===== src/hw/hwmon_gate_map.svh =====
// Register map, field layout, reset values and timing constants of the gating and trim block
`ifndef HWMON_GATE_MAP_SVH
`define HWMON_GATE_MAP_SVH

`define ADDR_W              8
`define DATA_W              8
`define CH_N                5
`define TEMP_W              8

`define OFF_GATING_CFG      8'h79
`define OFF_ZONE1_TRIM      8'h7d
`define OFF_CTRL            8'h70

`define GATE_RAIL12_BIT     4
`define GATE_RAIL5_BIT      3
`define GATE_RAIL3P3_BIT    2
`define GATE_CORE_BIT       1
`define GATE_RAIL2P5_BIT    0
`define GATE_RESET          5'h02

`define TRIM_GAIN_HI        7
`define TRIM_GAIN_LO        6
`define TRIM_OFS_HI         3
`define TRIM_OFS_LO         0
`define TRIM_RESET          8'h00
`define TRIM_WR_MASK        8'hcf

`define CTRL_LOCK_BIT       0

`define TEMP_ERR_VALUE      8'h80

`define GAIN_UNITY          2'h0
`define GAIN_UP_1           2'h1
`define GAIN_DN_2           2'h2
`define GAIN_DN_1           2'h3

`define CLK_MHZ             100
`define RELEASE_DELAY_MS    182
`define RELEASE_CYCLES      (`RELEASE_DELAY_MS * 1000 * `CLK_MHZ)
`define CNT_W               25

`endif


===== src/hw/hwmon_gate_pkg.sv =====
// Types shared by the gating and trim block
package hwmon_gate_pkg;

    typedef enum logic [1:0] {
        GATE_ACTIVE  = 2'b00,
        GATE_OFF     = 2'b01,
        GATE_WAITING = 2'b10
    } gate_state_e;

    typedef logic [7:0] temp_t;

endpackage


===== src/hw/trim_if.sv =====
// Interface carrying zone-1 sample and trim settings to the trim datapath
`timescale 1ns/1ps
`default_nettype none

interface trim_if;
    logic       in_valid;
    logic [7:0] in_data;
    logic       conn_err;
    logic [1:0] gain_sel;
    logic [3:0] offset;
    logic       out_valid;
    logic [7:0] out_data;

    modport ctrl (output in_valid, output in_data, output conn_err, output gain_sel,
                  output offset, input out_valid, input out_data);
    modport dp   (input in_valid, input in_data, input conn_err, input gain_sel,
                  input offset, output out_valid, output out_data);
endinterface

`default_nettype wire


===== src/hw/zone1_trim_dp.sv =====
// Zone-1 temperature gain and offset correction datapath
`timescale 1ns/1ps
`default_nettype none
`include "hwmon_gate_map.svh"

module zone1_trim_dp
    import hwmon_gate_pkg::*;
(
    input  wire logic sys_clk,
    input  wire logic arst_n,
    trim_if.dp        t
);
    logic signed [9:0]  x;
    logic signed [9:0]  g;
    logic signed [10:0] s;
    temp_t              next_out;

    // Data is two's complement degrees; gain via shift-and-add, the arithmetic shift drops the fraction of the scaled term
    always_comb begin
        x = 10'(signed'(t.in_data));
        case (t.gain_sel)
            `GAIN_UP_1: g = x + (x >>> 7);
            `GAIN_DN_1: g = x - (x >>> 7);
            `GAIN_DN_2: g = x - (x >>> 6);
            default:    g = x;
        endcase
        s = 11'(g) + 11'(signed'(t.offset));
        if (t.conn_err) begin
            next_out = `TEMP_ERR_VALUE;
        end else if (s > 11'sd127) begin
            next_out = 8'h7f;
        end else if (s < -11'sd127) begin
            next_out = 8'h81;
        end else begin
            next_out = s[7:0];
        end
    end

    always_ff @(posedge sys_clk or negedge arst_n) begin
        if (!arst_n) begin
            t.out_valid <= 1'b0;
            t.out_data  <= 8'h00;
        end else begin
            t.out_valid <= t.in_valid;
            if (t.in_valid) begin
                t.out_data <= next_out;
            end
        end
    end
endmodule

`default_nettype wire


===== src/hw/supply_release_timer.sv =====
// Counts the release delay after the main supply returns
`timescale 1ns/1ps
`default_nettype none
`include "hwmon_gate_map.svh"

module supply_release_timer #(
    parameter int unsigned RELEASE_CYCLES = `RELEASE_CYCLES
) (
    input  wire logic sys_clk,
    input  wire logic arst_n,
    input  wire logic main_supply,
    output var  logic released
);
    logic [`CNT_W-1:0] count;

    always_ff @(posedge sys_clk or negedge arst_n) begin
        if (!arst_n) begin
            count    <= '0;
            released <= 1'b0;
        end else if (!main_supply) begin
            count    <= '0;
            released <= 1'b0;
        end else if (!released) begin
            if (count == `CNT_W'(RELEASE_CYCLES - 1)) begin
                released <= 1'b1;
            end else begin
                count <= count + `CNT_W'(1);
            end
        end
    end
endmodule

`default_nettype wire


===== src/hw/hwmon_channel_gating_temp_trim.sv =====
// Voltage channel supply gating and zone-1 temperature trim, top level
//
// Contract
// - gated channels stop and clear flags while supply off
// - wait 182 ms after supply returns
// - gate bits 4..0 are 12V,5V,3.3V,core,2.5V
// - core gate resets 1, others 0
// - ungated channels ignore main supply state
// - lock bit freezes the trim register
// - gain codes 00,01,11,10 give fixed multipliers
// - gain multiplies converted zone-1 data
// - offset is signed 4-bit degrees added
// - offset 7h +7, 0h none, Fh -1, 8h -8
// - connection error skips gain, forces 80h; code does so only while remote_diode is set
// - connection error skips offset too
//
// Local design decision: the strobed register port.
`timescale 1ns/1ps
`default_nettype none
`include "hwmon_gate_map.svh"

module hwmon_channel_gating_temp_trim
    import hwmon_gate_pkg::*;
#(
    parameter int unsigned RELEASE_CYCLES = `RELEASE_CYCLES
) (
    input  wire logic                 sys_clk,
    input  wire logic                 arst_n,
    input  wire logic [`ADDR_W-1:0]   reg_addr,
    input  wire logic [`DATA_W-1:0]   reg_wdata,
    input  wire logic                 reg_wr,
    input  wire logic                 reg_rd,
    output var  logic [`DATA_W-1:0]   reg_rdata,
    input  wire logic                 main_supply,
    input  wire logic [`CH_N-1:0]     ch_status_in,
    output var  logic [`CH_N-1:0]     ch_monitor_en,
    output var  logic [`CH_N-1:0]     ch_status,
    input  wire logic                 temp_in_valid,
    input  wire logic [`TEMP_W-1:0]   temp_in_data,
    input  wire logic                 remote_diode,
    input  wire logic                 sensor_conn_err,
    output var  logic                 temp_out_valid,
    output var  logic [`TEMP_W-1:0]   temp_out_data
);

    ////////////////////////////////////////////////////////////////////////////
    // Registers

    logic [`CH_N-1:0] gating_sel;
    logic [7:0]       zone1_trim;
    logic             cfg_lock;
    logic             released;
    gate_state_e      gate_state;

    logic wr_gate;
    logic wr_trim;
    logic wr_ctrl;

    assign wr_gate = reg_wr && (reg_addr == `OFF_GATING_CFG);
    assign wr_trim = reg_wr && (reg_addr == `OFF_ZONE1_TRIM);
    assign wr_ctrl = reg_wr && (reg_addr == `OFF_CTRL);

    // Lock can only be set; it clears at reset
    always_ff @(posedge sys_clk or negedge arst_n) begin
        if (!arst_n) begin
            cfg_lock <= 1'b0;
        end else if (wr_ctrl && reg_wdata[`CTRL_LOCK_BIT]) begin
            cfg_lock <= 1'b1;
        end
    end

    always_ff @(posedge sys_clk or negedge arst_n) begin
        if (!arst_n) begin
            gating_sel <= `GATE_RESET;
        end else if (wr_gate && !cfg_lock) begin
            gating_sel <= reg_wdata[`CH_N-1:0];
        end
    end

    always_ff @(posedge sys_clk or negedge arst_n) begin
        if (!arst_n) begin
            zone1_trim <= `TRIM_RESET;
        end else if (wr_trim && !cfg_lock) begin
            zone1_trim <= reg_wdata & `TRIM_WR_MASK;
        end
    end

    always_ff @(posedge sys_clk or negedge arst_n) begin
        if (!arst_n) begin
            reg_rdata <= 8'h00;
        end else if (reg_rd) begin
            case (reg_addr)
                `OFF_GATING_CFG: reg_rdata <= {3'h0, gating_sel};
                `OFF_ZONE1_TRIM: reg_rdata <= zone1_trim;
                `OFF_CTRL:       reg_rdata <= {7'h00, cfg_lock};
                default:         reg_rdata <= 8'h00;
            endcase
        end else begin
            reg_rdata <= 8'h00;
        end
    end

    ////////////////////////////////////////////////////////////////////////////
    // Supply gating

    supply_release_timer #(
        .RELEASE_CYCLES (RELEASE_CYCLES)
    ) supply_release_timer_inst (
        .sys_clk     (sys_clk),
        .arst_n      (arst_n),
        .main_supply (main_supply),
        .released    (released)
    );

    // Internal sequencing state of the main supply, not on any port or register
    always_ff @(posedge sys_clk or negedge arst_n) begin
        if (!arst_n) begin
            gate_state <= GATE_OFF;
        end else begin
            case (gate_state)
                GATE_ACTIVE:  if (!main_supply) gate_state <= GATE_OFF;
                GATE_OFF:     if (main_supply) gate_state <= GATE_WAITING;
                GATE_WAITING: begin
                    if (!main_supply) begin
                        gate_state <= GATE_OFF;
                    end else if (released) begin
                        gate_state <= GATE_ACTIVE;
                    end
                end
                default:      gate_state <= GATE_OFF;
            endcase
        end
    end

    logic supply_ok;
    assign supply_ok = released && main_supply && (gate_state != GATE_OFF);

    genvar ch;
    generate
        for (ch = 0; ch < `CH_N; ch++) begin : g_ch
            logic hold;
            assign hold = gating_sel[ch] && !supply_ok;
            always_ff @(posedge sys_clk or negedge arst_n) begin
                if (!arst_n) begin
                    ch_monitor_en[ch] <= 1'b0;
                    ch_status[ch]     <= 1'b0;
                end else begin
                    ch_monitor_en[ch] <= !hold;
                    ch_status[ch]     <= hold ? 1'b0 : ch_status_in[ch];
                end
            end
        end
    endgenerate

    ////////////////////////////////////////////////////////////////////////////
    // Zone-1 temperature trim

    trim_if t_if ();

    assign t_if.in_valid = temp_in_valid;
    assign t_if.in_data  = temp_in_data;
    assign t_if.conn_err = sensor_conn_err && remote_diode;
    assign t_if.gain_sel = zone1_trim[`TRIM_GAIN_HI:`TRIM_GAIN_LO];
    assign t_if.offset   = zone1_trim[`TRIM_OFS_HI:`TRIM_OFS_LO];

    zone1_trim_dp zone1_trim_dp_inst (
        .sys_clk (sys_clk),
        .arst_n  (arst_n),
        .t       (t_if.dp)
    );

    always_ff @(posedge sys_clk or negedge arst_n) begin
        if (!arst_n) begin
            temp_out_valid <= 1'b0;
            temp_out_data  <= 8'h00;
        end else begin
            temp_out_valid <= t_if.out_valid;
            temp_out_data  <= t_if.out_data;
        end
    end

endmodule

`default_nettype wire


===== config.mk =====
export PLATFORM = sky130hd
export DESIGN_NAME = hwmon_channel_gating_temp_trim
export DESIGN_NICKNAME = d
export VERILOG_FILES = /design/src/hw/hwmon_gate_pkg.sv /design/src/hw/trim_if.sv /design/src/hw/zone1_trim_dp.sv /design/src/hw/supply_release_timer.sv /design/src/hw/hwmon_channel_gating_temp_trim.sv
export VERILOG_INCLUDE_DIRS = /design/src /design/src/hw
export SDC_FILE = /design/constraint.sdc
export NUM_CORES = 1
export LEC_CHECK = 0
export ABC_AREA = 1
export BUFFER_PORTS_ARGS = -buffer_cell sky130_fd_sc_hd__buf_2
export CAP_MARGIN = 0
export CORE_ASPECT_RATIO = 1.2
export CORE_MARGIN = 8
export CORE_UTILIZATION = 45
export CTS_CLUSTER_SIZE = 30
export DETAILED_ROUTE_END_ITERATION = 8
export PLACE_DENSITY = 0.65
export SYNTH_ARGS = -nofsm -noshare
export SYNTH_HDL_FRONTEND = slang
export SYNTH_SLANG_ARGS = --single-unit

===== constraint.sdc =====
create_clock -name sys_clk -period 10.1 [get_ports sys_clk]
set_input_delay 1.01 -clock sys_clk [delete_from_list [all_inputs] [get_ports sys_clk]]
set_output_delay 1.01 -clock sys_clk [all_outputs]
set_load 0.05 [all_outputs]

==> results of run 1 <==
[Yosys cell counts (all sizes together), types with 12 or more instances]
master / number
xor2: 15
a21oi: 24
inv: 77
o21ai: 31
nand2: 151
dfrtp: 73
nor3: 14
ha: 18
nor2: 56
o31ai: 13
nand4: 12
nand3: 43
[power by group through the flow]
stage / Sequential [mW] / Combinational, mW / Clock [mW]
floorplan: 0.353 / 0.0585 / 0
global placement: 0.327 / 0.118 / 0
detailed placement: 0.328 / 0.120 / 0
CTS: 0.322 / 0.121 / 0.327
global route: 0.324 / 0.134 / 0.341
finish: 0.322 / 0.119 / 0.321
[stage by stage]
| stage | hold slack, ns | worst slack, ns | util |
|---|---|---|---|
| 2_1_floorplan | 0.331 | 5.98 | - |
| 4_1_cts | 0.349 | 5.74 | 0.536 |
| 3_3_place_gp | 0.335 | 5.51 | 0.504 |
| 3_5_place_dp | 0.336 | 5.40 | 0.504 |
| 6_report | 0.346 | 5.71 | 0.536 |
| 5_1_grt | 0.364 | 5.35 | 0.536 |
[per-layer routing]
layer,vias to the layer above,global-route usage,share of wire
li1,1974,-,-
met1,1780,0.195,0.45
met2,76,0.278,0.50
met3,9,0.0404,0.044
met4,0,0.0502,0.0088
met5,-,0,0
[critical path, delay by kind of cell]
kind / cells / cell delay (ns)
adder cells (fa/ha/maj): 3 / 0.97
AO/OA/AOI/OAI: 7 / 1.11
AND/OR/NAND/NOR: 11 / 1.20
buffers and inverters: 4 / 0.32
[layout by cell type (no fill, tap or decap), drive strengths merged]
master / Yosys / routed
a221oi: 1 / 1
bufinv: 0 / 1
nand3: 43 / 43
ha: 18 / 18
dfrtp: 73 / 73
fa: 2 / 2
and3: 1 / 1
inv: 77 / 79
conb: 1 / 1
nand4: 12 / 12
dfstp: 2 / 2
a21boi: 5 / 5
a21oi: 24 / 24
nor3: 14 / 14
nand2: 151 / 151
or2: 1 / 1
nand3b: 3 / 3
nor2: 56 / 56
clkinv: 0 / 4
mux2i: 1 / 1
o21bai: 1 / 1
nor4: 7 / 7
o21ai: 31 / 31
xnor2: 4 / 4
buf: 5 / 62
o31ai: 13 / 13
xor2: 15 / 15
clkbuf: 5 / 9
nor3b: 1 / 1
a211oi: 1 / 1
[worst paths after layout]
kind	cells after the start	startpoint	end
max in group asynchronous	1	arst_n	zone1_trim[2]$_DFFE_PN0P_
worst max register to register	24	zone1_trim[7]$_DFFE_PN0P_	zone1_trim_dp_inst.t.out_data[0]$_DFFE_PN0P_
worst min-delay path	0	zone1_trim_dp_inst.t.out_valid$_DFF_PN0_	temp_out_valid$_DFF_PN0_
min in group asynchronous	1	arst_n	supply_release_timer_inst.count[18]$_DFFE_PN0P_
worst max-delay path	25	temp_in_data[6]	zone1_trim_dp_inst.t.out_data[0]$_DFFE_PN0P_
worst min register to register	0	zone1_trim_dp_inst.t.out_valid$_DFF_PN0_	temp_out_valid$_DFF_PN0_
[final cells by class]
| class | count | share of cell area |
|---|---|---|
| well taps | 123 | 0.0304 |
| multi-input cells | 406 | 0.421 |
| flip-flops and latches | 75 | 0.371 |
| repair buffers | 62 | 0.0622 |
| clock inverters | 7 | 0.0148 |
| inverters | 77 | 0.0570 |
| clock buffers | 9 | 0.0444 |
[state kept, by name, indices dropped and copies added (netlist names), 2 cells and up]
| name | cells |
|---|---|
| ch_monitor_en | 5 |
| zone1_trim | 6 |
| reg_rdata | 7 |
| supply_release_timer_inst.count | 25 |
| ch_status | 5 |
| zone1_trim_dp_inst.t.out_data | 8 |
| gate_state | 2 |
| gating_sel | 5 |
| temp_out_data | 8 |
[kinds of logic (layout without fill, tap and decap cells)]
| group | after synthesis | in the layout | synth area share |
|---|---|---|---|
| flip-flops | 75 | 75 | 0.431 |
| buffers and inverters | 87 | 155 | 0.0803 |
| other | 1 | 1 | 0.000860 |
| adder cells (fa/ha/maj) | 20 | 20 | 0.0608 |
| AO/OA/AOI/OAI | 76 | 76 | 0.100 |
| AND/OR/NAND/NOR | 289 | 289 | 0.286 |
| XOR/XNOR | 19 | 19 | 0.0382 |
| multiplexers | 1 | 1 | 0.00229 |
==> summary by stage, run 1 <==
Worst setup path
The maximum fanout along the worst path is 7. Counting stages on the worst path, the most repeated cell is sky130_fd_sc_hd__nand2_1. On the worst path, the slowest cell contributes a delay of 0.41 ns. Data on the critical path is required at its endpoint by 10.32 ns. The worst register-to-register path has a setup slack of 5.96 ns. Data on the critical path arrives at its endpoint at 4.61 ns. The type of element launching the critical path is an input port.

The critical path class is in2reg. For this design, the slowest cell found on the critical path is sky130_fd_sc_hd__fa_1. The endpoint class of the critical path is a flip-flop.

Finish
The final design area excluding fillers is 5070 µm². The finished layout holds 759 standard cells, fillers aside. The diode insertion count for antenna repair is 0. The storage element area is 1880 µm². The number of nets in the layout is 688. The multi-input combinational cells in the finished layout cover a total of 2130 µm². The number of inserted filler cells in the final layout is 947. In the final layout, the share of cells above drive strength 1 is 0.142. Relative to the synthesized area, the layout overhead comes to 16.2%.

Timing
Adding up every negative setup slack in the final design gives 0 ns. The clock period minus worst slack is 4.39 ns. Measured against its own limit, the worst slew margin works out to 0.381. The final hold violation count is 0. For the pin with the worst max-slew slack, the measured transition is 0.928 ns. In the finished design, the share of the clock period the worst path needs comes to 0.435.

For this run, the top clock speed supported by timing is 228 MHz. The final-report setup violation count is 0. Setup repair after global routing left no endpoint under its margin. The count of pins over their slew limit is 0. The worst clock skew is 0.00808 ns.

Synth
The number of distinct library cells after synthesis is 35. The portion of synthesized cell area occupied by the leading cell type is 0.419. The number of warnings reported in the yosys synthesis log is 0. The largest area contributor in the synthesized netlist is sky130_fd_sc_hd__dfrtp_1. The post-synthesis net count is 625.

Summing every instance area after synthesis gives 4360 µm². After synthesis, the share of flip-flops with an asynchronous set or reset is 1.00. Synthesis produced 568 cells. The share of the Yosys chip area taken by registers is 0.431.

Dividing the synthesized area by the synthesized cell count gives 7.68 µm². Sorting the synthesized cells by area gives the leading types as sky130_fd_sc_hd__dfrtp_1 (42%), sky130_fd_sc_hd__nand2_1 (13%), sky130_fd_sc_hd__inv_1 (6.4%). The synthesized design contains 0 enable-type register cells.

The dominant synthesized flop cell is sky130_fd_sc_hd__dfrtp_1. The total of flip-flops plus latches after synthesis is 75.

Placed design
The count of buffers from port buffering is 61. The final weighted congestion in routability-driven placement is 0.917. The placed instances occupy a cell area of 4770 µm². The number of placed cells counting well taps is 743. Detailed placement finished with a half-perimeter wire length of 7630 µm.

Clocking
Once the clock tree was built, the resizer swapped 0 gates to a different size. TritonCTS built the clock tree. The number of setup buffers added after CTS is 0. The number of buffers between clock root and the deepest sink is 2. The clock-pin slew on the worst setup and hold paths is 0.06 ns.

The H-tree was split into 3 levels. The total CTS buffers is 9. The master cell of the clock root buffer is sky130_fd_sc_hd__clkbuf_16. For the worst-skew pair, the clock arrives at the later sink with an insertion delay of 0.33 ns. For this design, the sink count on the clock tree is 75. The number of hold buffers added after CTS was 0.

Floorplanning
The initial core utilization is 0.461. The total area inside the core boundary comes to 9470 µm². The floorplan has 39 rows. The die width is 106 µm.

The die is 124 µm tall. For this design the top-level I/O count stands at 64. The area enclosed by the die boundary is 13100 µm².

Power and ir drop
Summing internal, switching and leakage power gives 763 µW. Dividing total power by cell area gives a power density of 150 nW/µm². The sequential power share is 0.422.

The leakage component of the power is 2.52 nW. The share of total power consumed by net switching is 0.286. The switching power is 218 µW. The peak ir drop on the vdd network is 0.0914 mV. The share of total power dissipated in combinational logic is 0.157. The clock share of power is 0.421. The internal portion of the total power is 545 µW.

GRT
The number of antenna violations at the first check in global routing was 0. The overall routing resource usage is 0.161. The first-pass GRT wire length is 17400 µm. The number of global-route vias before repair is 3830. Global routing finished with a remaining overflow of 0.

The maximum number of pins on one net before global-route repair is 76.

Job
The max-capacitance violation count is 0.

Detailed routing
After the first detailed-routing iteration, the DRC count stood at 181. The detailed-route wire length is 10000 µm. The routed wire length per instance is 13.2 µm.

The post-detailed-route DRC marker count is 0. The vias after detailed routing is 3839. The mean number of vias per cell is 5.06. Once detail routing completed, the nets flagged for antenna violations numbered 0. The pre-antenna-repair detailed-routing pass consisted of 5 iterations.

Status
The run finished with clean final reports.

Min path
The min-delay analysis places its worst path in the category reg2reg.
No activity file was read; power rests on OpenSTA's default activity.
==> run 2, diff against run 1 <==
clock period = 4.3 ns   (was 10.1 ns; I/O delays follow)
==> summary by stage, run 2 (synthesis results as in run 1) <==
Status
Run status: complete, no violations (unchanged).

Finish
The number of nets in the layout came to 690 (was 688). The number of flip-flops under the largest register name is 25 (unchanged). The share of layout cells above drive strength 1 is 0.147 (was 0.142). The diode insertion count for antenna repair was 0 (unchanged). Most used cells in the layout excluding fill and tap cells: sky130_fd_sc_hd__nand2_1 (149), sky130_fd_sc_hd__inv_1 (73), sky130_fd_sc_hd__dfrtp_1 (73) (was sky130_fd_sc_hd__nand2_1 (149), sky130_fd_sc_hd__inv_1 (74), sky130_fd_sc_hd__dfrtp_1 (73)). The most common cell after layout, fill and taps aside was sky130_fd_sc_hd__nand2_1 (unchanged). The register with the most flip-flops is supply_release_timer_inst.count (unchanged). The relative area change from synthesis to final layout was 17.0% (was 16.2%). Leading registers by flop count: supply_release_timer_inst.count: 25 flops, temp_out_data: 8 flops, zone1_trim_dp_inst.t.out_data: 8 flops (unchanged).

Min path
The path class of the lowest-slack min-delay path is in2reg (was reg2reg).

Power and ir drop
The part of the total power dissipated in combinational logic came to 0.157 (about the same). The peak ir drop on the vdd network is 0.263 mV (was 0.0914 mV). The sequential power share is 0.415 (was 0.422). The share of total power consumed by net switching is 0.293 (was 0.286). The power density of the placed cells is 358 nW/µm² (was 150 nW/µm²). The clock share of power is 0.428 (was 0.421).

The switching power is 534 µW (was 218 µW). The internal cell power came to 1.29 mW (was 545 µW). The leakage component of the power was 2.52 nW (about the same). The total power was 1.83 mW (was 763 µW).

Clocking
The CTS tree was done (unchanged). The total CTS buffers is 9 (unchanged). The number of buffers between clock root and the deepest sink was 2 (unchanged). The master cell of the clock root buffer is sky130_fd_sc_hd__clkbuf_16 (unchanged). The clock-pin slew on the worst setup and hold paths is 0.06 ns (about the same). The clock latency at the later pin of the worst-skew pair is 0.34 ns (was 0.33 ns). The number of H-tree levels was 3 (unchanged).

The count of clock tree sinks is 75 (unchanged).

GRT
The overall routing resource usage is 0.160 (was 0.161). The number of global-route vias before repair is 3797 (was 3830). The maximum number of pins on one net before global-route repair is 76 (unchanged). The first-pass GRT wire length is 17100 µm (was 17400 µm). The total global routing overflow was 0 (unchanged). The number of antenna violations at the first check in global routing came to 0 (unchanged).

Job
The max-capacitance violation count was 0 (unchanged).

Worst setup path
The category of cells accounting for the largest share of critical-path delay is simple AND/OR/NAND/NOR gates (unchanged). The critical path class is reg2reg (was in2reg). The type of element launching the critical path is a flip-flop (was input port). The maximum fanout along the worst path is 7 (unchanged).

The number of buffers and inverters on the critical path is 3 (was 4). The critical path's largest stage delay was 0.42 ns (was 0.41 ns). The cell with the most instances on the worst path was sky130_fd_sc_hd__nand2_1 (unchanged). The critical path required time was 4.53 ns (was 10.32 ns). The data arrival at the endpoint of the critical path is 4.13 ns (was 4.61 ns). The endpoint class of the critical path is a flip-flop (unchanged). The slowest stage cell on the critical path is sky130_fd_sc_hd__fa_1 (unchanged).

Detailed routing
The mean number of vias per cell is 5.03 (was 5.06). The vias after detailed routing came to 3830 (was 3839). The routed wire length per instance is 13.1 µm (was 13.2 µm). The violation count after the first detailed-routing iteration was 165 (was 181). The detailed-route wire length was 9980 µm (was 10000 µm). The remaining number of nets flagged by the antenna check after routing is 0 (unchanged). The post-detailed-route DRC marker count was 0 (unchanged).

The number of search-and-repair iterations in the first detailed-routing pass is 4 (was 5).

Timing
The final-report setup violation count came to 0 (unchanged). Derived from the worst setup path, the maximum achievable clock frequency is 256 MHz. The share of the clock period used by the worst path is 0.908. The count of pins over their slew limit is 0 (unchanged). The clock period minus worst slack is 3.90 ns.

RSZ-0062 raised after global routing: no (unchanged). The setup TNS after final layout was 0 ns (unchanged). The worst clock skew is 0.00487 ns (was 0.00808 ns). The tightest slew margin relative to the limit is 0.386 (was 0.381).

The final hold violation count was 0 (unchanged). The slew at the pin with the worst max-slew slack is 0.922 ns (was 0.928 ns).

Floorplanning
The initial core utilization is 0.461 (unchanged). The floorplan core area is 9470 µm² (unchanged). The cell row count is 39 (unchanged). The area enclosed by the die boundary is 13100 µm² (unchanged).

The die width is 106 µm (unchanged). The die span in y was 124 µm (unchanged). The number of I/O pins is 64 (unchanged).

Placed design
The final weighted congestion in routability-driven placement came to 0.887 (was 0.917). The final HPWL from detailed placement is 7400 µm (was 7630 µm). The count of buffers from port buffering is 61 (unchanged).
run 2: changes by cell type in the layout (fill, tap and decap cells not counted), moves of 2 or more:
cell,change
sky130_fd_sc_hd__buf_4,+2
sky130_fd_sc_hd__clkinv_4,-2
sky130_fd_sc_hd__clkinvlp_4,+2
sky130_fd_sc_hd__clkinv_2,-2
run 2: area by class of cell:
class	instances	area [µm²]
clock buffers	9	225
clock inverters	7	82.6
fillers	918	4360
inverters	77	289
multi-input cells	406	2140
flip-flops and latches	75	1880
well taps	123	154
repair buffers	64	330
run 2: final timing paths:
| kind | cells past startpoint | slack, ns | endpoint | from |
|---|---|---|---|---|
| max in group asynchronous | 1 | 3.48 | zone1_trim[6]$_DFFE_PN0P_ | arst_n |
| min in group asynchronous | 1 | 0.25 | supply_release_timer_inst.count[17]$_DFFE_PN0P_ | arst_n |
| worst min-delay path | 1 | 0.23 | zone1_trim_dp_inst.t.out_valid$_DFF_PN0_ | temp_in_valid |
| worst max register to register | 26 | 0.40 | zone1_trim_dp_inst.t.out_data[0]$_DFFE_PN0P_ | zone1_trim[7]$_DFFE_PN0P_ |
| worst min register to register | 0 | 0.35 | temp_out_valid$_DFF_PN0_ | zone1_trim_dp_inst.t.out_valid$_DFF_PN0_ |
| worst max-delay path | 26 | 0.40 | zone1_trim_dp_inst.t.out_data[0]$_DFFE_PN0P_ | zone1_trim[7]$_DFFE_PN0P_ |
run 2: timing repair:
action                                  4_1_cts  5_1_grt
resized for setup                             0        4
endpoints found under the setup margin        0        7
hold buffers                                  0        0
buffers inserted                              0        2
run 2: through the flow:
stage / util / hold WS [ns] / instance area [µm²] / worst slack, ns / std cells
6_report: 0.539 / 0.230 / 5100 / 0.397 / 761
5_1_grt: 0.539 / 0.219 / 5100 / 0.00544 / 761
4_1_cts: 0.536 / 0.211 / 5080 / 0.177 / 759
3_5_place_dp: 0.504 / 0.342 / 4770 / 0.185 / 743
3_3_place_gp: 0.504 / 0.334 / 4770 / 0.277 / 743
2_1_floorplan: - / 0.134 / 4360 / 0.710 / 568
run 2: per-layer routing:
metal	GRT usage	vias to the layer above	routed length, µm
met5	0	-	0
met4	0.0520	0	155
met3	0.0435	12	432
met2	0.282	76	5010
met1	0.184	1766	4380
li1	-	1976	-
run 2: power groups by stage:
| stage | Clock, mW | Combinational, mW | Sequential, mW |
|---|---|---|---|
| final | 0.781 | 0.287 | 0.757 |
| after global routing | 0.835 | 0.322 | 0.760 |
| after CTS | 0.804 | 0.283 | 0.757 |
| after detailed placement | 0 | 0.281 | 0.770 |
| after global placement | 0 | 0.276 | 0.768 |
| after floorplan | 0 | 0.137 | 0.830 |
